File: src/stopwatch_pkg.sv
package stopwatch_pkg;

    // Register word indexes (printed offsets are not all word aligned,
    // so the printed offset is the index and the byte address is 4x it)
    localparam logic [7:0] IDX_HUNDREDTHS = 8'h71;
    localparam logic [7:0] IDX_TENTHS = 8'h72;
    localparam logic [7:0] IDX_MASKS = 8'h76;
    localparam logic [7:0] IDX_FLAGS = 8'h7A;
    localparam logic [7:0] IDX_CONTROL = 8'h7E;
    localparam logic [7:0] IDX_IRQ_STATUS = 8'h80;
    localparam logic [7:0] IDX_IRQ_CLEAR = 8'h81;
    localparam logic [7:0] IDX_IRQ_ENABLE = 8'h82;
    localparam logic [7:0] IDX_CPU_IE = 8'h83;
    localparam int ADDR_W = 10;

    // Field positions
    localparam int BIT_TENHZ = 0;
    localparam int BIT_ONEHZ = 1;
    localparam int BIT_CLEAR = 1;
    localparam int BIT_RUN = 2;
    localparam int BIT_HEAVY = 3;
    localparam int BIT_PORT0_DIR = 0;
    localparam int BIT_CLK_TMR_CLR = 3;

    // Reset values, BCD digit limit and unmapped read data
    localparam logic [3:0] DIGIT_RST = 4'h0;
    localparam logic [1:0] MASK_RST = 2'h0;
    localparam logic [3:0] BCD_MAX = 4'h9;
    localparam logic [31:0] UNMAPPED_DATA = 32'h0000_0000;

    // Time base: 256 Hz tick from the 200 MHz reference
    localparam longint REF_CLK_HZ = 200_000_000;
    localparam longint TICK_HZ = 256;
    localparam int TICK_DIV = int'(REF_CLK_HZ / TICK_HZ);

    // Hundredths step pattern: 2 or 3 ticks per count, 3 when the remainder
    // accumulator wraps, so decade overflows are 25 or 26 ticks
    localparam logic [1:0] STEP_SHORT = 2'h2;
    localparam logic [1:0] STEP_LONG = 2'h3;
    // 256 ticks per 100 steps: 2 ticks each plus a 56/100 remainder
    localparam logic [6:0] STEP_FRAC = 7'h38;
    localparam logic [6:0] STEP_MOD = 7'h64;
    localparam logic [6:0] FRAC_RST = 7'h00;

    typedef enum logic [1:0] {
        BUS_IDLE = 2'b01,
        BUS_DONE = 2'b10
    } bus_state_t;

endpackage
File: src/bcd_stopwatch_timer.sv
`timescale 1ns/1ps

module bcd_stopwatch_timer
    import stopwatch_pkg::*;
#(
    parameter int TICK_CYCLES = TICK_DIV
)
(
    input wire logic REF_CLK, // 200 MHz clock
    input wire logic SRST, // Synchronous reset, active high
    input wire logic CLK_EN, // Freezes all state while low
    input wire logic [stopwatch_pkg::ADDR_W-1:0] AVS_ADDRESS, // Byte address
    input wire logic AVS_READ, // Read request
    input wire logic AVS_WRITE, // Write request
    input wire logic [31:0] AVS_WRITEDATA, // Write data
    input wire logic [3:0] AVS_BYTEENABLE, // Byte enables
    output logic [31:0] AVS_READDATA, // Read data
    output logic AVS_WAITREQUEST, // Wait request
    output logic HEAVY_LOAD_SELECT, // Regulator heavy-load mode
    output logic CPU_IRQ, // Stopwatch request to the CPU
    output logic IRQ // Level interrupt from status/enable
);
    import stopwatch_pkg::*;

    logic [31:0] tick_cnt_r;
    logic [1:0] step_cnt_r;
    logic [6:0] frac_r;
    logic wait_r;
    logic [3:0] hund_r;
    logic [3:0] tenth_r;
    logic run_r;
    logic heavy_r;
    logic [1:0] mask_r;
    logic [1:0] flag_r;
    logic [1:0] sticky_r;
    logic [1:0] irq_en_r;
    logic cpu_ie_r;
    logic irq_r;
    logic cpu_irq_r;
    logic [31:0] rdata_r;
    bus_state_t state_r;

    wire [7:0] idx = AVS_ADDRESS[ADDR_W-1:2];
    wire req = (AVS_READ || AVS_WRITE) && (state_r == BUS_IDLE);
    wire wr = req && AVS_WRITE && AVS_BYTEENABLE[0];
    wire rd = req && AVS_READ;
    wire wr_masks = wr && (idx == IDX_MASKS);
    wire wr_ctl = wr && (idx == IDX_CONTROL);
    wire wr_iclr = wr && (idx == IDX_IRQ_CLEAR);
    wire wr_ien = wr && (idx == IDX_IRQ_ENABLE);
    wire wr_cie = wr && (idx == IDX_CPU_IE);
    wire rd_flags = rd && (idx == IDX_FLAGS);
    wire sw_clear = wr_ctl && AVS_WRITEDATA[BIT_CLEAR];
    wire run_nxt = wr_ctl ? AVS_WRITEDATA[BIT_RUN] : run_r;

    // Time base and step pattern
    wire tick = (tick_cnt_r == TICK_CYCLES - 1);
    // Remainder accumulator spreads the extra ticks: 25 or 26 per decade,
    // exactly 256 per ten decades
    wire [7:0] frac_sum = {1'b0, frac_r} + {1'b0, STEP_FRAC};
    wire long_step = (frac_sum >= {1'b0, STEP_MOD});
    wire [7:0] frac_wrap = frac_sum - {1'b0, STEP_MOD};
    wire [6:0] frac_nxt = long_step ? frac_wrap[6:0] : frac_sum[6:0];
    wire [1:0] step_len = long_step ? STEP_LONG : STEP_SHORT;
    wire step = run_r && tick && (step_cnt_r == step_len - 2'h1);
    wire hund_ovf = step && (hund_r == BCD_MAX);
    wire tenth_ovf = hund_ovf && (tenth_r == BCD_MAX);
    wire [1:0] event_set = {tenth_ovf, hund_ovf};

    wire [3:0] hund_nxt = hund_ovf ? DIGIT_RST : hund_r + 4'h1;
    wire [3:0] tenth_nxt = tenth_ovf ? DIGIT_RST : tenth_r + 4'h1;

    // Set wins over read-clear and write-clear
    wire [1:0] flag_nxt = event_set | (rd_flags ? 2'h0 : flag_r);
    wire [1:0] iclr = wr_iclr ? AVS_WRITEDATA[1:0] : 2'h0;
    wire [1:0] sticky_nxt = event_set | (sticky_r & ~iclr);
    wire [1:0] ien_nxt = wr_ien ? AVS_WRITEDATA[1:0] : irq_en_r;
    wire [1:0] mask_nxt = wr_masks ?
        {AVS_WRITEDATA[BIT_ONEHZ], AVS_WRITEDATA[BIT_TENHZ]} : mask_r;
    wire cie_nxt = wr_cie ? AVS_WRITEDATA[0] : cpu_ie_r;
    wire cpu_irq_nxt = |(flag_nxt & mask_nxt) && cie_nxt;

    logic [31:0] rd_mux;

    // Read data selection
    always_comb
    begin
        rd_mux = UNMAPPED_DATA;
        if (idx == IDX_HUNDREDTHS)
        begin
            rd_mux = {28'h0, hund_r};
        end
        else if (idx == IDX_TENTHS)
        begin
            rd_mux = {28'h0, tenth_r};
        end
        else if (idx == IDX_MASKS)
        begin
            rd_mux = {28'h0, heavy_r, 1'b0, mask_r};
        end
        else if (idx == IDX_FLAGS)
        begin
            rd_mux = {30'h0, flag_r};
        end
        else if (idx == IDX_CONTROL)
        begin
            rd_mux = {29'h0, run_r, 2'h0};
        end
        else if (idx == IDX_IRQ_STATUS)
        begin
            rd_mux = {30'h0, sticky_r};
        end
        else if (idx == IDX_IRQ_ENABLE)
        begin
            rd_mux = {30'h0, irq_en_r};
        end
        else if (idx == IDX_CPU_IE)
        begin
            rd_mux = {31'h0, cpu_ie_r};
        end
    end

    // Time base divider free-runs; the step counter restarts on clear so a running count restarts cleanly
    always_ff @(posedge REF_CLK)
    begin
        if (SRST)
        begin
            tick_cnt_r <= 32'h0;
            step_cnt_r <= 2'h0;
        end
        else if (CLK_EN)
        begin
            tick_cnt_r <= tick ? 32'h0 : tick_cnt_r + 32'h1;
            if (sw_clear)
                step_cnt_r <= 2'h0;
            else if (run_r && tick)
                step_cnt_r <= step ? 2'h0 : step_cnt_r + 2'h1;
        end
    end

    // BCD stages
    always_ff @(posedge REF_CLK)
    begin
        if (SRST)
        begin
            hund_r <= DIGIT_RST;
            tenth_r <= DIGIT_RST;
            frac_r <= FRAC_RST;
        end
        else if (CLK_EN)
        begin
            if (sw_clear)
            begin
                hund_r <= DIGIT_RST;
                tenth_r <= DIGIT_RST;
                frac_r <= FRAC_RST;
            end
            else if (step)
            begin
                hund_r <= hund_nxt;
                frac_r <= frac_nxt;
                if (hund_ovf)
                begin
                    tenth_r <= tenth_nxt;
                end
            end
        end
    end

    // Run bit, load mode and masks
    always_ff @(posedge REF_CLK)
    begin
        if (SRST)
        begin
            run_r <= 1'b0;
            heavy_r <= 1'b0;
            mask_r <= MASK_RST;
        end
        else if (CLK_EN)
        begin
            run_r <= run_nxt;
            if (wr_masks)
                heavy_r <= AVS_WRITEDATA[BIT_HEAVY];
            mask_r <= mask_nxt;
        end
    end

    // Factor flags and sticky status
    always_ff @(posedge REF_CLK)
    begin
        if (SRST)
        begin
            flag_r <= 2'h0;
            sticky_r <= 2'h0;
        end
        else if (CLK_EN)
        begin
            flag_r <= flag_nxt;
            sticky_r <= sticky_nxt;
        end
    end

    // Interrupt enables
    always_ff @(posedge REF_CLK)
    begin
        if (SRST)
        begin
            irq_en_r <= 2'h0;
            cpu_ie_r <= 1'b0;
        end
        else if (CLK_EN)
        begin
            irq_en_r <= ien_nxt;
            cpu_ie_r <= cie_nxt;
        end
    end

    // Registered interrupt outputs
    always_ff @(posedge REF_CLK)
    begin
        if (SRST)
        begin
            irq_r <= 1'b0;
            cpu_irq_r <= 1'b0;
        end
        else if (CLK_EN)
        begin
            irq_r <= |(sticky_nxt & ien_nxt);
            cpu_irq_r <= cpu_irq_nxt;
        end
    end

    // Avalon slave: one wait cycle, answer in the second
    always_ff @(posedge REF_CLK)
    begin
        if (SRST)
        begin
            state_r <= BUS_IDLE;
            rdata_r <= 32'h0;
            wait_r <= 1'b1;
        end
        else if (CLK_EN)
        begin
            case (state_r)
                BUS_IDLE:
                begin
                    if (req)
                    begin
                        state_r <= BUS_DONE;
                        rdata_r <= AVS_READ ? rd_mux : 32'h0;
                        wait_r <= 1'b0;
                    end
                end
                BUS_DONE:
                begin
                    state_r <= BUS_IDLE;
                    wait_r <= 1'b1;
                end
                default:
                begin
                    state_r <= BUS_IDLE;
                    wait_r <= 1'b1;
                end
            endcase
        end
    end

    assign AVS_READDATA = rdata_r;
    assign AVS_WAITREQUEST = wait_r;
    assign HEAVY_LOAD_SELECT = heavy_r;
    assign IRQ = irq_r;
    assign CPU_IRQ = cpu_irq_r;

endmodule

File: config.mk
export PLATFORM = sky130hd
export DESIGN_NAME = bcd_stopwatch_timer
export DESIGN_NICKNAME = d
export VERILOG_FILES = /design/src/stopwatch_pkg.sv /design/src/bcd_stopwatch_timer.sv
export SDC_FILE = /design/constraint.sdc
export NUM_CORES = 1
export LEC_CHECK = 0
export ABC_AREA = 1
export BUFFER_PORTS_ARGS = -buffer_cell sky130_fd_sc_hd__clkbuf_2
export CAP_MARGIN = 10
export CORE_AREA = 2 2 122 124
export CTS_CLUSTER_DIAMETER = 30
export DETAILED_ROUTE_END_ITERATION = 16
export DIE_AREA = 0 0 124 126
export PLACE_DENSITY = 0.47
export SLEW_MARGIN = 30
export SYNTH_ARGS = -nofsm -noshare
export SYNTH_HDL_FRONTEND = slang
export SYNTH_SLANG_ARGS = --single-unit
export TNS_END_PERCENT = 50
File: constraint.sdc
create_clock -name REF_CLK -period 3.54 [get_ports REF_CLK]
set_input_delay 0.708 -clock REF_CLK [delete_from_list [all_inputs] [get_ports REF_CLK]]
set_output_delay 0.708 -clock REF_CLK [all_outputs]
set_load 0.03 [all_outputs]
==> metrics.md <==
| Metric | Value |
|---|---|
| Resize count post-CTS | `0` |
| Total core area | `between 10000 and 15000 µm²` |
| Die W | `roughly 120 µm` |
| CTS Root Cell | `clkbuf_16` |
| Area grow syn2layout | `12.4%` |
| CP endpoint kind | `flip-flop` |
| Clk_skew | `about 5.5 ps` |
| CTS H-tree lvls | `3` |
| Initial antenna violation count | `0` |
| ANT nets after route | `0` |
| Postcts setup bufs | `0` |
| Global placement routability congestion | `approximately 0.86` |
| CTS clk-pin slew, worst paths | `60 ps` |
| Clock latency at the later pin of the worst-skew pair | `between 300 and 400 ps` |
| Final setup viols | `0` |
| Status | `finished clean` |
| Cell count after synthesis | `just over 600` |
| Largest net degree at the start of global routing | `21` |
| Most used DFF post-synth | `dfxtp_1` |
| Post-synthesis sequential area ratio | `approximately a third` |
| Power per standard cell area | `about 380 nW/µm²` |
| CP arrival | `2490 ps` |
| CP startpoint | `frac_r[3]` |
| Power, Total | `1.80 mW` |
| R2r startpoint | `frac_r[3]` |
| Critical path class | `flip-flop to flip-flop` |
| WL/cell | `roughly 12 µm` |
| GRT Total Usage | `~14%` |
| First-pass GRT wire length | `17400 µm` |
| Slew Viols, Final | `0` |
| Cts bufs inserted | `9` |
| DIE HEIGHT | `between 100 and 150 µm` |
| Post-synthesis cell area | `around 4200 µm²` |
| Worst path required time | `3810 ps` |
| Yosys warns | `0` |
| Worst slew margin | `57.9%` |
| Leak pwr | `approximately 1.9 nW` |
| Crit Path Max Fanout | `11` |
| CP Capture Point | `frac_r[2]` |
| Clock buffer depth | `2` |
| R2R Path End | `frac_r[2]` |
| Setup_tns | `0 ps` |
| Via density | `approximately 4.6` |
| Flops & latches, synth | `66` |
| PortBufs | `25` |
| # rows | `44` |
| Total global routing overflow | `0` |
| Final period utilization | `between 60% and 70%` |
| Distinct cells, synth | `49` |
| Die ar. | `approximately 16000 µm²` |
| Detailed-route via count | `~3800` |
| Max-cap viol count | `0` |
| Final #Nets | `roughly 700` |
| I/O pin cnt | `a little under 90` |
| Crit path time final | `~2200 ps` |
| Hold Violations, Final | `0` |
| R2r worst-path depth | `16` |
| 1st-pass router iterations | `4` |
| DPL Wire Length | `just under 8000 µm` |
| EDFF count, synth | `0` |
| Initial Util | `a little under 30%` |
| # DRC | `0` |
| Async set-reset flop share out of synthesis | `0%` |
| Setup crit start kind | `flip-flop` |
| Worst-Margin Slew | `628 ps` |
| R2R Setup Slk | `approximately 1300 ps` |
| RSZ-0062 raised after global routing | `false` |
| Diode count | `0` |
| Peak supply drop | `between 0.15 and 0.2 mV` |
| Detailed Route WL | `between 10000 and 15000 µm` |
| Clock Sinks | `66` |
| Syn Area/Cell | `6.87 µm²` |
| Layout cell share with drive strength beyond 1 | `17.2%` |
| Post-CTS Hold Buffers | `0` |
| Fmax | `around 450 MHz` |
| Drt initial violations | `about 170` |
| Hold Path Class | `flip-flop to flip-flop` |
| CTS tree | `done` |
| Vias in the first global route | `around 3700` |
-- stage by stage --
step                hold WS (ps)  util [%]  cell area (µm²)  cells  setup WS (ps)
CTS                          468      32.8             4700    828           1290
global placement             460      30.7             4400    812           1210
finish                       464      32.8             4700    828           1310
detailed placement           459      30.7             4400    812           1190
floorplan                    457         -             4280    636           1560
global route                 489      32.8             4700    828           1070
-- placed cells by master (no fill, tap or decap), types with 4 or more instances in the layout --
master / netlist / layout
a21oi_2: 5 / 5
buf_4: 28 / 5
o211ai_1: 6 / 6
nand2_1: 104 / 104
conb_1: 1 / 28
nor4_1: 4 / 4
dfxtp_1: 66 / 66
clkbuf_16: 0 / 9
nand4_1: 10 / 10
a211oi_1: 6 / 6
nand2_4: 4 / 4
a21oi_1: 39 / 39
inv_2: 12 / 12
nor3_1: 17 / 17
nand3_2: 5 / 5
o21ai_1: 4 / 4
nor3_2: 5 / 5
ha_1: 11 / 11
clkbuf_2: 0 / 25
nand2_2: 13 / 13
xor2_1: 4 / 4
nor2_2: 8 / 8
nand3_1: 33 / 33
o21ai_0: 32 / 32
nor2_1: 77 / 77
o21ai_2: 4 / 4
inv_1: 73 / 73
-- layer usage --
metal	GRT usage, %	share of wire, %	vias to the layer above
met3	2.58	3.7	13
met1	18.2	48	1718
li1	-	-	1994
met4	4.36	1.5	0
met5	0	0	-
met2	23.1	47	79
-- report_power, final --
group          switching, mW  total, mW  internal (mW)  leakage (nW)
registers            0.00518      0.755          0.750         0.533
clock network          0.330      0.914          0.584         0.147
logic                  0.101      0.128         0.0262          1.23
-- critical path: stages, from the launching register on --
cell and delay, ps:
dfxtp_1 430, inv_1 140, ha_1 350, nand2_1 60, nor2_1 110, nor2_2 60, nand2_2 100, nand2_4 90
nand2_2 100, nand3_2 90, nand2_4 90, nand2_4 70, inv_4 170, nand2_1 90, nand2_1 70, nand3_1 60
nor2_1 80
-- registers in the layout, summed over array words and instances (netlist names) --
name               flops
frac_r                 5
tick_cnt_r            32
step_cnt_r             2
irq_en_r               2
sticky_r               2
tenth_r                4
cpu_ie_r               1
state_r                2
AVS_READDATA           4
mask_r                 2
HEAVY_LOAD_SELECT      1
CPU_IRQ                1
IRQ                    1
hund_r                 4
flag_r                 2
run_r                  1
-- synthesized netlist by cell type, types with 2 or more instances --
master | instances | area (µm²)
a211oi_1 | 6 | 45.0
a21oi_1 | 39 | 195
a21oi_2 | 5 | 43.8
buf_2 | 3 | 15.0
buf_4 | 28 | 210
clkbuf_1 | 5 | 18.8
dfxtp_1 | 66 | 1320
ha_1 | 11 | 138
inv_1 | 73 | 274
inv_2 | 12 | 45.0
nand2_1 | 104 | 390
nand2_2 | 13 | 81.3
nand2_4 | 4 | 45.0
nand3_1 | 33 | 165
nand3_2 | 5 | 50.1
nand4_1 | 10 | 62.6
nand4_2 | 2 | 25.0
nor2_1 | 77 | 289
nor2_2 | 8 | 50.1
nor2_4 | 3 | 33.8
nor3_1 | 17 | 85.1
nor3_2 | 5 | 50.1
nor4_1 | 4 | 25.0
o211ai_1 | 6 | 45.0
o21a_1 | 3 | 22.5
o21ai_0 | 32 | 160
o21ai_1 | 4 | 20.0
o21ai_2 | 4 | 35.0
o22ai_1 | 3 | 18.8
or2_2 | 2 | 12.5
xor2_1 | 4 | 35.0
-- worst min-delay path by stage --
stage / start / end / slack, ps / cells after the start
finish: AVS_READDATA[3] / AVS_READDATA[3] / 460 / 2
global route: AVS_READDATA[2] / AVS_READDATA[2] / 490 / 2
CTS: AVS_READDATA[3] / AVS_READDATA[3] / 470 / 2
detailed placement: AVS_READDATA[3] / AVS_READDATA[3] / 460 / 2
global placement: AVS_READDATA[3] / AVS_READDATA[3] / 460 / 2
floorplan: state_r[1] / state_r[1] / 460 / 2
-- cell type report --
class	instances	area, µm²
tap	184	230
fill	1601	9610
clock inverter	2	35.0
multi-input combinational	444	2350
sequential	66	1320
timing repair buffer	30	163
clock buffer	14	264
inverter	88	334
-- cells by family (layout without fill, tap and decap cells) --
| group | count (synthesis) | in the layout | synth area share (%) |
|---|---|---|---|
| AO/OA/AOI/OAI | 109 | 109 | 15.4 |
| XOR/XNOR | 4 | 4 | 0.838 |
| adder cells (fa/ha/maj) | 11 | 11 | 3.29 |
| buffers and inverters | 126 | 134 | 14.6 |
| flip-flops | 66 | 66 | 31.6 |
| other | 1 | 28 | 0.0897 |
| AND/OR/NAND/NOR | 292 | 292 | 34.2 |
Note: power is estimated with default switching activity, not from simulation.
